## config.mk

```make
export PLATFORM = sky130hd
export DESIGN_NAME = dhc_top
export DESIGN_NICKNAME = d
export VERILOG_FILES = /design/src/dhc_pkg.sv /design/src/dhc_top.sv
export VERILOG_INCLUDE_DIRS = /design/src
export SDC_FILE = /design/constraint.sdc
export NUM_CORES = 1
export LEC_CHECK = 0
export BUFFER_PORTS_ARGS = -buffer_cell sky130_fd_sc_hd__buf_2
export CELL_PAD_IN_SITES_DETAIL_PLACEMENT = 0
export CELL_PAD_IN_SITES_GLOBAL_PLACEMENT = 1
export CORE_MARGIN = 5
export CORE_UTILIZATION = 40
export DETAILED_ROUTE_END_ITERATION = 7
export GPL_TIMING_DRIVEN = 0
export PLACE_DENSITY_LB_ADDON = 0.1
export SLEW_MARGIN = 30
export SYNTH_ARGS = -nofsm -noshare
export SYNTH_HDL_FRONTEND = slang
export SYNTH_SLANG_ARGS = --single-unit
```

## constraint.sdc

```tcl
create_clock -name clk_i -period 3.8 [get_ports clk_i]
set_input_delay 0.38 -clock clk_i [delete_from_list [all_inputs] [get_ports clk_i]]
set_output_delay 0.38 -clock clk_i [all_outputs]
set_load 0.01 [all_outputs]
```

## src/dhc_cfg.svh

```systemverilog
/*
  Constants of the DMA channel handshake and cascade block: register offsets,
  field positions, reset values and timing counts.
  Assumes a 32-bit classic Wishbone register bus and a 40 MHz clock.
*/
`ifndef DHC_CFG_SVH
`define DHC_CFG_SVH

// register byte offsets
`define DHC_REG_CTRL      8'h00
`define DHC_REG_STATUS    8'h04
`define DHC_REG_BLEN      8'h08
`define DHC_REG_STATE     8'h0C

// control register fields
`define DHC_CTRL_EN_LSB    0
`define DHC_CTRL_MASK_LSB  4
`define DHC_CTRL_DOUBLE    8
`define DHC_CTRL_DRIVE     9
`define DHC_CTRL_AF_IRQ    10
`define DHC_CTRL_ODD_PAR   11
`define DHC_CTRL_RESET     16'h00F0

// status register fields
`define DHC_ST_PAR_LSB     0
`define DHC_ST_ADDR_LSB    4
`define DHC_ST_DONE_LSB    8
`define DHC_ST_TMO_LSB     12

// block length reset value
`define DHC_BLEN_RESET     16'h0001

// timing
`define DHC_CLK_MHZ        40
`define DHC_TIMEOUT_NS     6400
`define DHC_TIMEOUT_CYC    ((`DHC_TIMEOUT_NS * `DHC_CLK_MHZ) / 1000)

`endif

```

## src/dhc_pkg.sv

```systemverilog
/*
  Types of the DMA channel handshake and cascade block.
  Assumes nothing beyond the compile order header, package, module.
*/
`default_nettype none
package dhc_pkg;

  typedef enum logic [2:0] {
    DHC_IDLE,
    DHC_ADDR,
    DHC_DATA,
    DHC_PASS,
    DHC_END
  } dhc_state_t;

endpackage : dhc_pkg
`default_nettype wire

```

## src/dhc_top.sv

```systemverilog
/*
  Pin-level handshake, cascade and fault logic of a four-channel DMA controller,
  with a classic Wishbone slave for its control and status registers.
  Assumes one clock; all pins synchronous to it; the active edge of clk_i plays
  the part of the falling clock edge at which pins are sampled and driven.
*/
// Overview of operation
// - pass grant downstream when lower controller is served
// - interrupt pulse on block end or error
// - parity fault at strobe end stops channel
// - global enable low blocks all requests
// - parity disable skips data parity check, not the parity fault pin
// - timeout disable holds bus timeout in reset
// - addressing faults at strobe end stop channel
// - sampled request starts only enabled unmasked channel
// - request returning high ends current transfer
// - only serviced channel acknowledge goes low
// - acknowledge releases on request high and ready low
// - word indicator high first, low second word
// - drive strobe low exactly while driving data
// - sample strobe low exactly while taking data
// - control inputs registered at the sampling edge
// - handshake outputs updated from the sampling edge
`timescale 1ns/100ps
`default_nettype none
`include "dhc_cfg.svh"

module dhc_top
  import dhc_pkg::*;
#(
  parameter int NUM_CH      = 4,
  parameter int BLEN_W      = 16,
  parameter int TIMEOUT_CYC = `DHC_TIMEOUT_CYC
)
(
  // clock and reset
  input  wire logic              clk_i,
  input  wire logic              rst_i,
  // wishbone slave
  input  wire logic              wb_cyc_i,
  input  wire logic              wb_stb_i,
  input  wire logic              wb_we_i,
  input  wire logic [7:0]        wb_adr_i,
  input  wire logic [3:0]        wb_sel_i,
  input  wire logic [31:0]       wb_dat_i,
  output logic      [31:0]       wb_dat_o,
  output logic                   wb_ack_o,
  // arbiter and cascade
  input  wire logic              bus_grant_n,
  input  wire logic              grant_qualify_in_n,
  input  wire logic              downstream_request_n,
  input  wire logic              controller_global_enable,
  output logic                   bus_request_n,
  output logic                   grant_pass_out_n,
  output logic                   bus_owner_ack_n,
  output logic                   bus_hold_n,
  // bus cycle and faults
  output logic                   addr_strobe_o,
  input  wire logic              bus_ready_n,
  input  wire logic [16:0]       data_i,
  input  wire logic              parity_fault_in_n,
  input  wire logic              memory_protect_fault_n,
  input  wire logic              external_address_fault_n,
  input  wire logic              parity_check_disable_n,
  input  wire logic              bus_timeout_disable_n,
  // peripheral handshake
  input  wire logic [NUM_CH-1:0] channel_request_n,
  output logic      [NUM_CH-1:0] channel_acknowledge_n,
  output logic                   first_word_indicator,
  output logic                   drive_data_strobe_n,
  output logic                   sample_data_strobe_n,
  // events
  output logic                   block_end_pulse_n,
  output logic                   interrupt_pulse_n
);

  if (NUM_CH < 1 || NUM_CH > 4 || BLEN_W < 1 || BLEN_W > 16 || TIMEOUT_CYC < 1)
  begin : g_bad_param
    $error("dhc_top: unsupported parameter values");
  end

  localparam int TMO_W = $clog2(TIMEOUT_CYC + 1);

  ////////////////////////////////////////////////////////////////////////////////
  // registered pins

  logic              grant_q;
  logic              qualify_q;
  logic              down_req_q;
  logic              ready_q;
  logic              par_dis_q;
  logic              tmo_dis_q;
  logic              gen_q;
  logic [NUM_CH-1:0] req_q;

  always_ff @(posedge clk_i)
  begin
    if (rst_i)
    begin
      grant_q    <= 1'b0;
      qualify_q  <= 1'b0;
      down_req_q <= 1'b0;
      ready_q    <= 1'b0;
      par_dis_q  <= 1'b0;
      tmo_dis_q  <= 1'b0;
      gen_q      <= 1'b0;
      req_q      <= '0;
    end
    else
    begin
      // active-high internal copies
      grant_q    <= ~bus_grant_n;
      qualify_q  <= ~grant_qualify_in_n;
      down_req_q <= ~downstream_request_n;
      ready_q    <= ~bus_ready_n;
      par_dis_q  <= ~parity_check_disable_n;
      tmo_dis_q  <= ~bus_timeout_disable_n;
      gen_q      <= controller_global_enable;
      req_q      <= ~channel_request_n;
    end
  end

  ////////////////////////////////////////////////////////////////////////////////
  // registers and bus decode

  logic [15:0]       ctrl;
  logic [15:0]       status;
  logic [BLEN_W-1:0] blen;
  dhc_state_t        state;
  logic [1:0]        cur_ch;
  logic              first_word;

  wire        wb_req     = wb_cyc_i & wb_stb_i & ~wb_ack_o;
  // a write lands at the edge where the master sees ack
  wire        wb_wr      = wb_cyc_i & wb_stb_i & wb_we_i & wb_ack_o;
  wire        hit_ctrl   = wb_adr_i == `DHC_REG_CTRL;
  wire        hit_status = wb_adr_i == `DHC_REG_STATUS;
  wire        hit_blen   = wb_adr_i == `DHC_REG_BLEN;
  wire        hit_state  = wb_adr_i == `DHC_REG_STATE;
  wire [15:0] wr_mask    = {{8{wb_sel_i[1]}}, {8{wb_sel_i[0]}}};
  wire [15:0] wr_low     = wb_dat_i[15:0] & wr_mask;
  wire [BLEN_W-1:0] blen_new = BLEN_W'((16'(blen) & ~wr_mask) | wr_low);

  wire [NUM_CH-1:0] ch_en    = ctrl[`DHC_CTRL_EN_LSB +: NUM_CH];
  wire [NUM_CH-1:0] ch_mask  = ctrl[`DHC_CTRL_MASK_LSB +: NUM_CH];
  wire              dbl_mode = ctrl[`DHC_CTRL_DOUBLE];
  wire              drive    = ctrl[`DHC_CTRL_DRIVE];
  wire              af_irq   = ctrl[`DHC_CTRL_AF_IRQ];
  wire              odd_par  = ctrl[`DHC_CTRL_ODD_PAR];

  wire [31:0] state_word = {24'h000000, 1'b0, first_word, cur_ch,
                            1'b0, 3'(state)};
  wire [31:0] rd_data    = hit_ctrl   ? {16'h0000, ctrl} :
                           hit_status ? {16'h0000, status} :
                           hit_blen   ? 32'(blen) :
                           hit_state  ? state_word : 32'h00000000;

  always_ff @(posedge clk_i)
  begin
    if (rst_i)
    begin
      wb_ack_o <= 1'b0;
      wb_dat_o <= 32'h00000000;
      ctrl     <= `DHC_CTRL_RESET;
      blen     <= BLEN_W'(`DHC_BLEN_RESET);
    end
    else
    begin
      // one wait state; unmapped reads return zero, unmapped writes dropped
      wb_ack_o <= wb_req;
      wb_dat_o <= wb_req ? rd_data : 32'h00000000;
      if (wb_wr && hit_ctrl)
        ctrl <= (ctrl & ~wr_mask) | wr_low;
      if (wb_wr && hit_blen)
        blen <= blen_new;
    end
  end

  ////////////////////////////////////////////////////////////////////////////////
  // channel selection

  function automatic logic [1:0] dhc_first_set(input logic [NUM_CH-1:0] v);
    logic [1:0] idx;
    idx = 2'h0;
    for (int i = NUM_CH - 1; i >= 0; i--)
      if (v[i])
        idx = 2'(i);
    return idx;
  endfunction : dhc_first_set

  // a channel with a parity, address or timeout flag stays stopped until software clears those flags
  wire [NUM_CH-1:0] ch_fault;
  wire [NUM_CH-1:0] pend;
  wire [NUM_CH-1:0] cur_onehot = NUM_CH'(1) << cur_ch;

  genvar g;
  generate
    for (g = 0; g < NUM_CH; g++)
    begin : g_ch
      assign ch_fault[g] = status[`DHC_ST_PAR_LSB + g] | status[`DHC_ST_ADDR_LSB + g]
                           | status[`DHC_ST_TMO_LSB + g];
    end
  endgenerate

  assign pend = req_q & ch_en & ~ch_mask & ~ch_fault & {NUM_CH{gen_q}};

  wire        own_pend  = |pend;
  wire        down_pend = down_req_q & gen_q;
  wire        granted   = grant_q & qualify_q;
  wire [1:0]  pick_ch   = dhc_first_set(pend);

  ////////////////////////////////////////////////////////////////////////////////
  // fault detection

  wire par_bad   = ~par_dis_q & ~drive & ((^data_i) != odd_par);
  wire par_fault = ~parity_fault_in_n | par_bad;
  wire adr_fault = ~memory_protect_fault_n | ~external_address_fault_n;

  logic [TMO_W-1:0] tmo_cnt;
  wire  tmo_hit = tmo_cnt == TMO_W'(TIMEOUT_CYC);

  wire  strobe_end = state == DHC_ADDR;
  wire  set_par    = strobe_end & par_fault;
  wire  set_adr    = strobe_end & adr_fault;
  wire  set_tmo    = state == DHC_DATA & tmo_hit;
  wire  word_step  = state == DHC_DATA & ready_q & req_q[cur_ch] & dbl_mode
                     & first_word;
  wire  release_ack = state == DHC_DATA & ready_q & ~req_q[cur_ch];

  logic [BLEN_W-1:0] remain [NUM_CH];
  wire  last_word = remain[cur_ch] <= BLEN_W'(1);
  wire  set_done  = release_ack & last_word;

  ////////////////////////////////////////////////////////////////////////////////
  // status flags, set wins over software clear

  wire [15:0] clr_bits = (wb_wr && hit_status) ? wr_low : 16'h0000;
  wire [15:0] set_bits = (16'(set_par & ~set_adr) << (`DHC_ST_PAR_LSB + cur_ch))
                       | (16'(set_adr) << (`DHC_ST_ADDR_LSB + cur_ch))
                       | (16'(set_done) << (`DHC_ST_DONE_LSB + cur_ch))
                       | (16'(set_tmo) << (`DHC_ST_TMO_LSB + cur_ch));

  always_ff @(posedge clk_i)
  begin
    if (rst_i)
      status <= 16'h0000;
    else
      status <= (status & ~clr_bits) | set_bits;
  end

  ////////////////////////////////////////////////////////////////////////////////
  // remaining word counters

  generate
    for (g = 0; g < NUM_CH; g++)
    begin : g_cnt
      always_ff @(posedge clk_i)
      begin
        // reload takes the value being written, not the stale length
        if (rst_i)
          remain[g] <= BLEN_W'(`DHC_BLEN_RESET);
        else if (wb_wr && hit_blen)
          remain[g] <= blen_new;
        else if (release_ack && cur_ch == 2'(g))
          remain[g] <= last_word ? blen : remain[g] - BLEN_W'(1);
      end
    end
  endgenerate

  ////////////////////////////////////////////////////////////////////////////////
  // bus timeout

  always_ff @(posedge clk_i)
  begin
    if (rst_i || tmo_dis_q || state != DHC_DATA || ready_q)
      tmo_cnt <= '0;
    else if (!tmo_hit)
      tmo_cnt <= tmo_cnt + TMO_W'(1);
  end

  ////////////////////////////////////////////////////////////////////////////////
  // cycle sequencer

  dhc_state_t next_state;

  always_comb
  begin
    next_state = state;
    case (state)
      DHC_IDLE:
        if (granted && own_pend)
          next_state = DHC_ADDR;
        else if (granted && down_pend)
          next_state = DHC_PASS;
      DHC_ADDR:
        next_state = (par_fault || adr_fault) ? DHC_END : DHC_DATA;
      DHC_DATA:
        if (set_tmo || release_ack)
          next_state = DHC_END;
      DHC_PASS:
        if (!granted || !down_pend)
          next_state = DHC_IDLE;
      DHC_END:
        next_state = DHC_IDLE;
      default:
        next_state = DHC_IDLE;
    endcase
  end

  wire own_cycle = next_state == DHC_ADDR || next_state == DHC_DATA;

  always_ff @(posedge clk_i)
  begin
    if (rst_i)
    begin
      state      <= DHC_IDLE;
      cur_ch     <= 2'h0;
      first_word <= 1'b1;
    end
    else
    begin
      state <= next_state;
      if (state == DHC_IDLE)
        cur_ch <= pick_ch;
      if (state != DHC_DATA)
        first_word <= 1'b1;
      else if (word_step)
        first_word <= 1'b0;
    end
  end

  ////////////////////////////////////////////////////////////////////////////////
  // pin outputs

  wire in_data = next_state == DHC_DATA;
  wire irq_evt = set_done | set_par | set_tmo | (set_adr & af_irq);

  always_ff @(posedge clk_i)
  begin
    if (rst_i)
    begin
      bus_request_n         <= 1'b1;
      grant_pass_out_n      <= 1'b1;
      bus_owner_ack_n       <= 1'b1;
      bus_hold_n            <= 1'b1;
      addr_strobe_o         <= 1'b0;
      channel_acknowledge_n <= '1;
      first_word_indicator  <= 1'b1;
      drive_data_strobe_n   <= 1'b1;
      sample_data_strobe_n  <= 1'b1;
      block_end_pulse_n     <= 1'b1;
      interrupt_pulse_n     <= 1'b1;
    end
    else
    begin
      // all handshake pins change only at the sampling edge
      bus_request_n         <= ~(own_pend | down_pend | own_cycle);
      grant_pass_out_n      <= ~(next_state == DHC_PASS);
      bus_owner_ack_n       <= ~own_cycle;
      bus_hold_n            <= ~(own_cycle & dbl_mode & first_word & ~word_step);
      addr_strobe_o         <= next_state == DHC_ADDR;
      channel_acknowledge_n <= ~(cur_onehot & {NUM_CH{in_data}});
      first_word_indicator  <= ~(in_data & ~(first_word & ~word_step));
      drive_data_strobe_n   <= ~(in_data & drive);
      sample_data_strobe_n  <= ~(in_data & ~drive);
      block_end_pulse_n     <= ~set_done;
      interrupt_pulse_n     <= ~irq_evt;
    end
  end

endmodule : dhc_top
`default_nettype wire

```

==> results.py <==
metrics = {
    "timing": {
        "fmax_ghz": 0.272,
        "finClkSkew_ns": 0.0105,
        "drv_slew": 0,
        "setup_viol": 0,
        "hold_viol_final": 0,
        "min_period_over_period_pct": 96.7,
        "rsz0062_at_grt": "false",
        "min_period_ns": 3.67,
        "tightest_slew_ns": 0.924,
        "slew_headroom_pct": 37.8,
        "fin_tns_setup_ns": 0,
    },
    "setup_path": {
        "ff2ff_setup_slack_ns": 0.13,
        "r2r-start": "state[0]",
        "path_depth": 10,
        "required_ns": 3.78,
        "cp_slowest_cell": "nand2_1",
        "cp-endpoint": "remain[2][15]",
        "critPathLaunchType": "register",
        "endpoint_kind": "register",
        "crit_path_max_incr_delay_ns": 0.66,
        "cpLargestDelayFamily": "simple AND/OR/NAND/NOR gates",
        "r2r-end": "remain[2][15]",
        "r2r_cells": 10,
        "path_cells": "clkbuf_1 > nor2_1 > and2_1 > and3_1 > buf_2 > and2_1 > buf_4 > nand2_1 > clkbuf_1 > nand2_1",
        "worstPathArrival_ns": 3.65,
        "crit_type": "register to register",
        "startpoint": "state[0]",
        "critPathMaxFanout": 16,
        "crit_buf_inv": 4,
    },
    "global_route": {
        "grt_util_all_layers_pct": 21.2,
        "grt_remaining_overflow": 0,
        "antenna_found_initial": 0,
        "grt_pass1_wl_mm": 39.9,
        "grt_max_degree": 19,
        "grt_pass1_vias": 7043,
    },
    "clock_tree": {
        "htreeDepth": 4,
        "cts_resized": 0,
        "cts_hold_buffers": 0,
        "cts_buffer_depth": 2,
        "cts_inserted_buffers": 17,
        "cts_sinks": 171,
        "post-cts-setup-buffer-count": 0,
        "root_buffer": "clkbuf_16",
        "clkTransAtPathRegs_ns": 0.08,
        "cts_tree": "built",
        "clk_latency_ns": 0.44,
    },
    "floorplan": {
        "dieHeight_um": 157,
        "start_util_pct": 40.8,
        "dieArea_um2": 24500,
        "die_w_um": 157,
        "core_um2": 21100,
        "rows": 53,
        "io_pins": 127,
    },
    "placement": {
        "place_congestion": 0.835,
        "portBuffers": 89,
        "place_hpwl_mm": 19.3,
    },
    "yosys": {
        "avgSynthCellArea_um2": 9.35,
        "synth_flop_cell": "dfxtp_1",
        "synth_fa_ha_area_share_pct": 0.873,
        "synth_top_family_by_area": "simple AND/OR/NAND/NOR gates",
        "synth-simple-area-share_pct": 22.8,
        "synthXorXnorAreaFrac_pct": 7.35,
        "synth_warnings": 0,
        "syn_inst": 919,
        "synth_compound_area_share_pct": 11.4,
        "synth-seq-area-share_pct": 47.3,
        "synth_edf_count": 64,
        "ys_ff_latch": 171,
        "synth.area.mux_share_pct": 5.68,
        "yosysUniqueCellTypes": 59,
        "synth_area_um2": 8590,
        "synthArstFlopShare_pct": 0,
    },
    "final_layout": {
        "nets": 1128,
        "drive_above_1_share_pct": 18.1,
        "syn2layout_area_growth_pct": 17.0,
        "antenna_cells": 0,
    },
    "routing": {
        "drc": 0,
        "wl_per_cell_um": 19.4,
        "ant_nets": 0,
        "first_pass_iters": 4,
        "drtIter0Drc": 415,
        "drt-total-wl_mm": 25.8,
        "viasPerCell": 5.45,
        "num_vias": 7244,
    },
    "power_and_ir_drop": {
        "power_density_nw_per_um2": 396,
        "p_leak_nw": 4.00,
        "ir_drop_uv": 265,
        "totalPowerFinal_w": 0.00399,
    },
    "flow_run": {
        "drv_cap": 0,
    },
    "worst_hold_path": {
        "hold_path_class": "input pin to register",
    },
    "status": {
        "status": "finished clean",
    },
}
-- layer usage --
metal,vias to the layer above,GRT usage (%),share of wire (%)
met2,209,33.5,45
met3,28,3.15,5.5
met1,3510,30.4,48
li1,3497,-,-
met4,0,5.41,1.3
met5,-,0,0
-- per-stage QoR --
| stage | cells | hold WS [ns] | utilization [%] | worst slack, ns | area (um^2) |
|---|---|---|---|---|---|
| after CTS | 1330 | 0.0684 | 47.7 | 0.153 | 10000 |
| after floorplan | 934 | 0.414 | - | 1.16 | 8650 |
| after detailed placement | 1298 | 0.447 | 44.8 | 0.153 | 9450 |
| after global placement | 1298 | 0.440 | 44.8 | 0.202 | 9440 |
| final | 1330 | 0.0778 | 47.7 | 0.126 | 10100 |
| after global routing | 1330 | 0.0734 | 47.7 | 0.00853 | 10100 |
-- worst reg2reg max path, delay by kind of cell, from the launching register on --
kind / cells / cell delay (ns)
AND/OR/NAND/NOR: 6 / 1.65
flip-flops: 1 / 0.31
buffers and inverters: 4 / 1.24
-- cell usage after synthesis, drive strengths merged (16+ instances only) --
library cell / number / share of area (%)
edfxtp: 64 / 22
nand3: 38 / 2.2
xnor2: 35 / 3.6
nor2: 145 / 6.3
dfxtp: 107 / 25
nor3: 17 / 1.0
xor2: 32 / 3.3
buf: 31 / 2.3
inv: 20 / 0.87
mux2: 16 / 2.1
a21oi: 35 / 2.0
nor4: 20 / 1.6
clkbuf: 31 / 1.4
nand2: 109 / 4.8
o31ai: 61 / 5.4
-- placed cells by master, fill, tap and decap left out, types with 4 or more instances in the layout --
| cell | count |
|---|---|
| edfxtp_1 | 64 |
| a32oi_1 | 4 |
| inv_8 | 5 |
| nand3b_1 | 6 |
| a22oi_1 | 9 |
| nor3_1 | 16 |
| nor4b_1 | 4 |
| nand4b_1 | 4 |
| buf_2 | 101 |
| dfxtp_1 | 107 |
| and2_1 | 5 |
| mux2i_1 | 15 |
| nand2_1 | 109 |
| nor4_2 | 4 |
| xnor2_1 | 35 |
| inv_1 | 20 |
| or3_1 | 12 |
| mux4_2 | 7 |
| or4_1 | 8 |
| nand4_1 | 7 |
| clkbuf_16 | 17 |
| nand3_1 | 38 |
| clkbuf_1 | 31 |
| nand2b_1 | 4 |
| a31oi_1 | 5 |
| buf_4 | 18 |
| xor2_1 | 32 |
| nor4_1 | 16 |
| ha_1 | 6 |
| a32o_1 | 4 |
| conb_1 | 16 |
| nor2_1 | 145 |
| o21ai_0 | 9 |
| mux2_2 | 16 |
| a21oi_1 | 35 |
| and2_0 | 4 |
| nor2b_1 | 10 |
| nor3b_1 | 8 |
| o31ai_1 | 60 |
-- worst min-delay path by stage --
stage                          endpoint                  from  slack, ns  cells after the start
finish                       down_req_q  downstream_request_n       0.08                      2
global route                 down_req_q  downstream_request_n       0.07                      2
CTS                          down_req_q  downstream_request_n       0.07                      2
detailed placement             register              register       0.45                      2
global placement               register              register       0.44                      2
floorplan           drive_data_strobe_n              register       0.41                      1
-- cell type report --
cell class                 instances  area, um^2
sequential                       171        4060
fill                            2095       11000
multi-input combinational        681        4210
timing repair buffer              89         445
inverter                          20        75.1
buffer                            62         315
clock inverter                    15         176
tap                              275         344
clock buffer                      17         425
-- kinds of logic after synthesis --
kind of cell	Yosys count
compound gates	140
fa+ha+maj	6
mux	38
simple gates	412
buf+inv	82
xor+xnor	69
flops	171
other cells	1
-- power by group --
part           internal, W  total [W]  switching [W]
registers          0.00193    0.00195      0.0000283
logic             0.000112   0.000251       0.000139
clock network     0.000943    0.00178       0.000838
No activity file was read; power rests on OpenSTA's default activity.
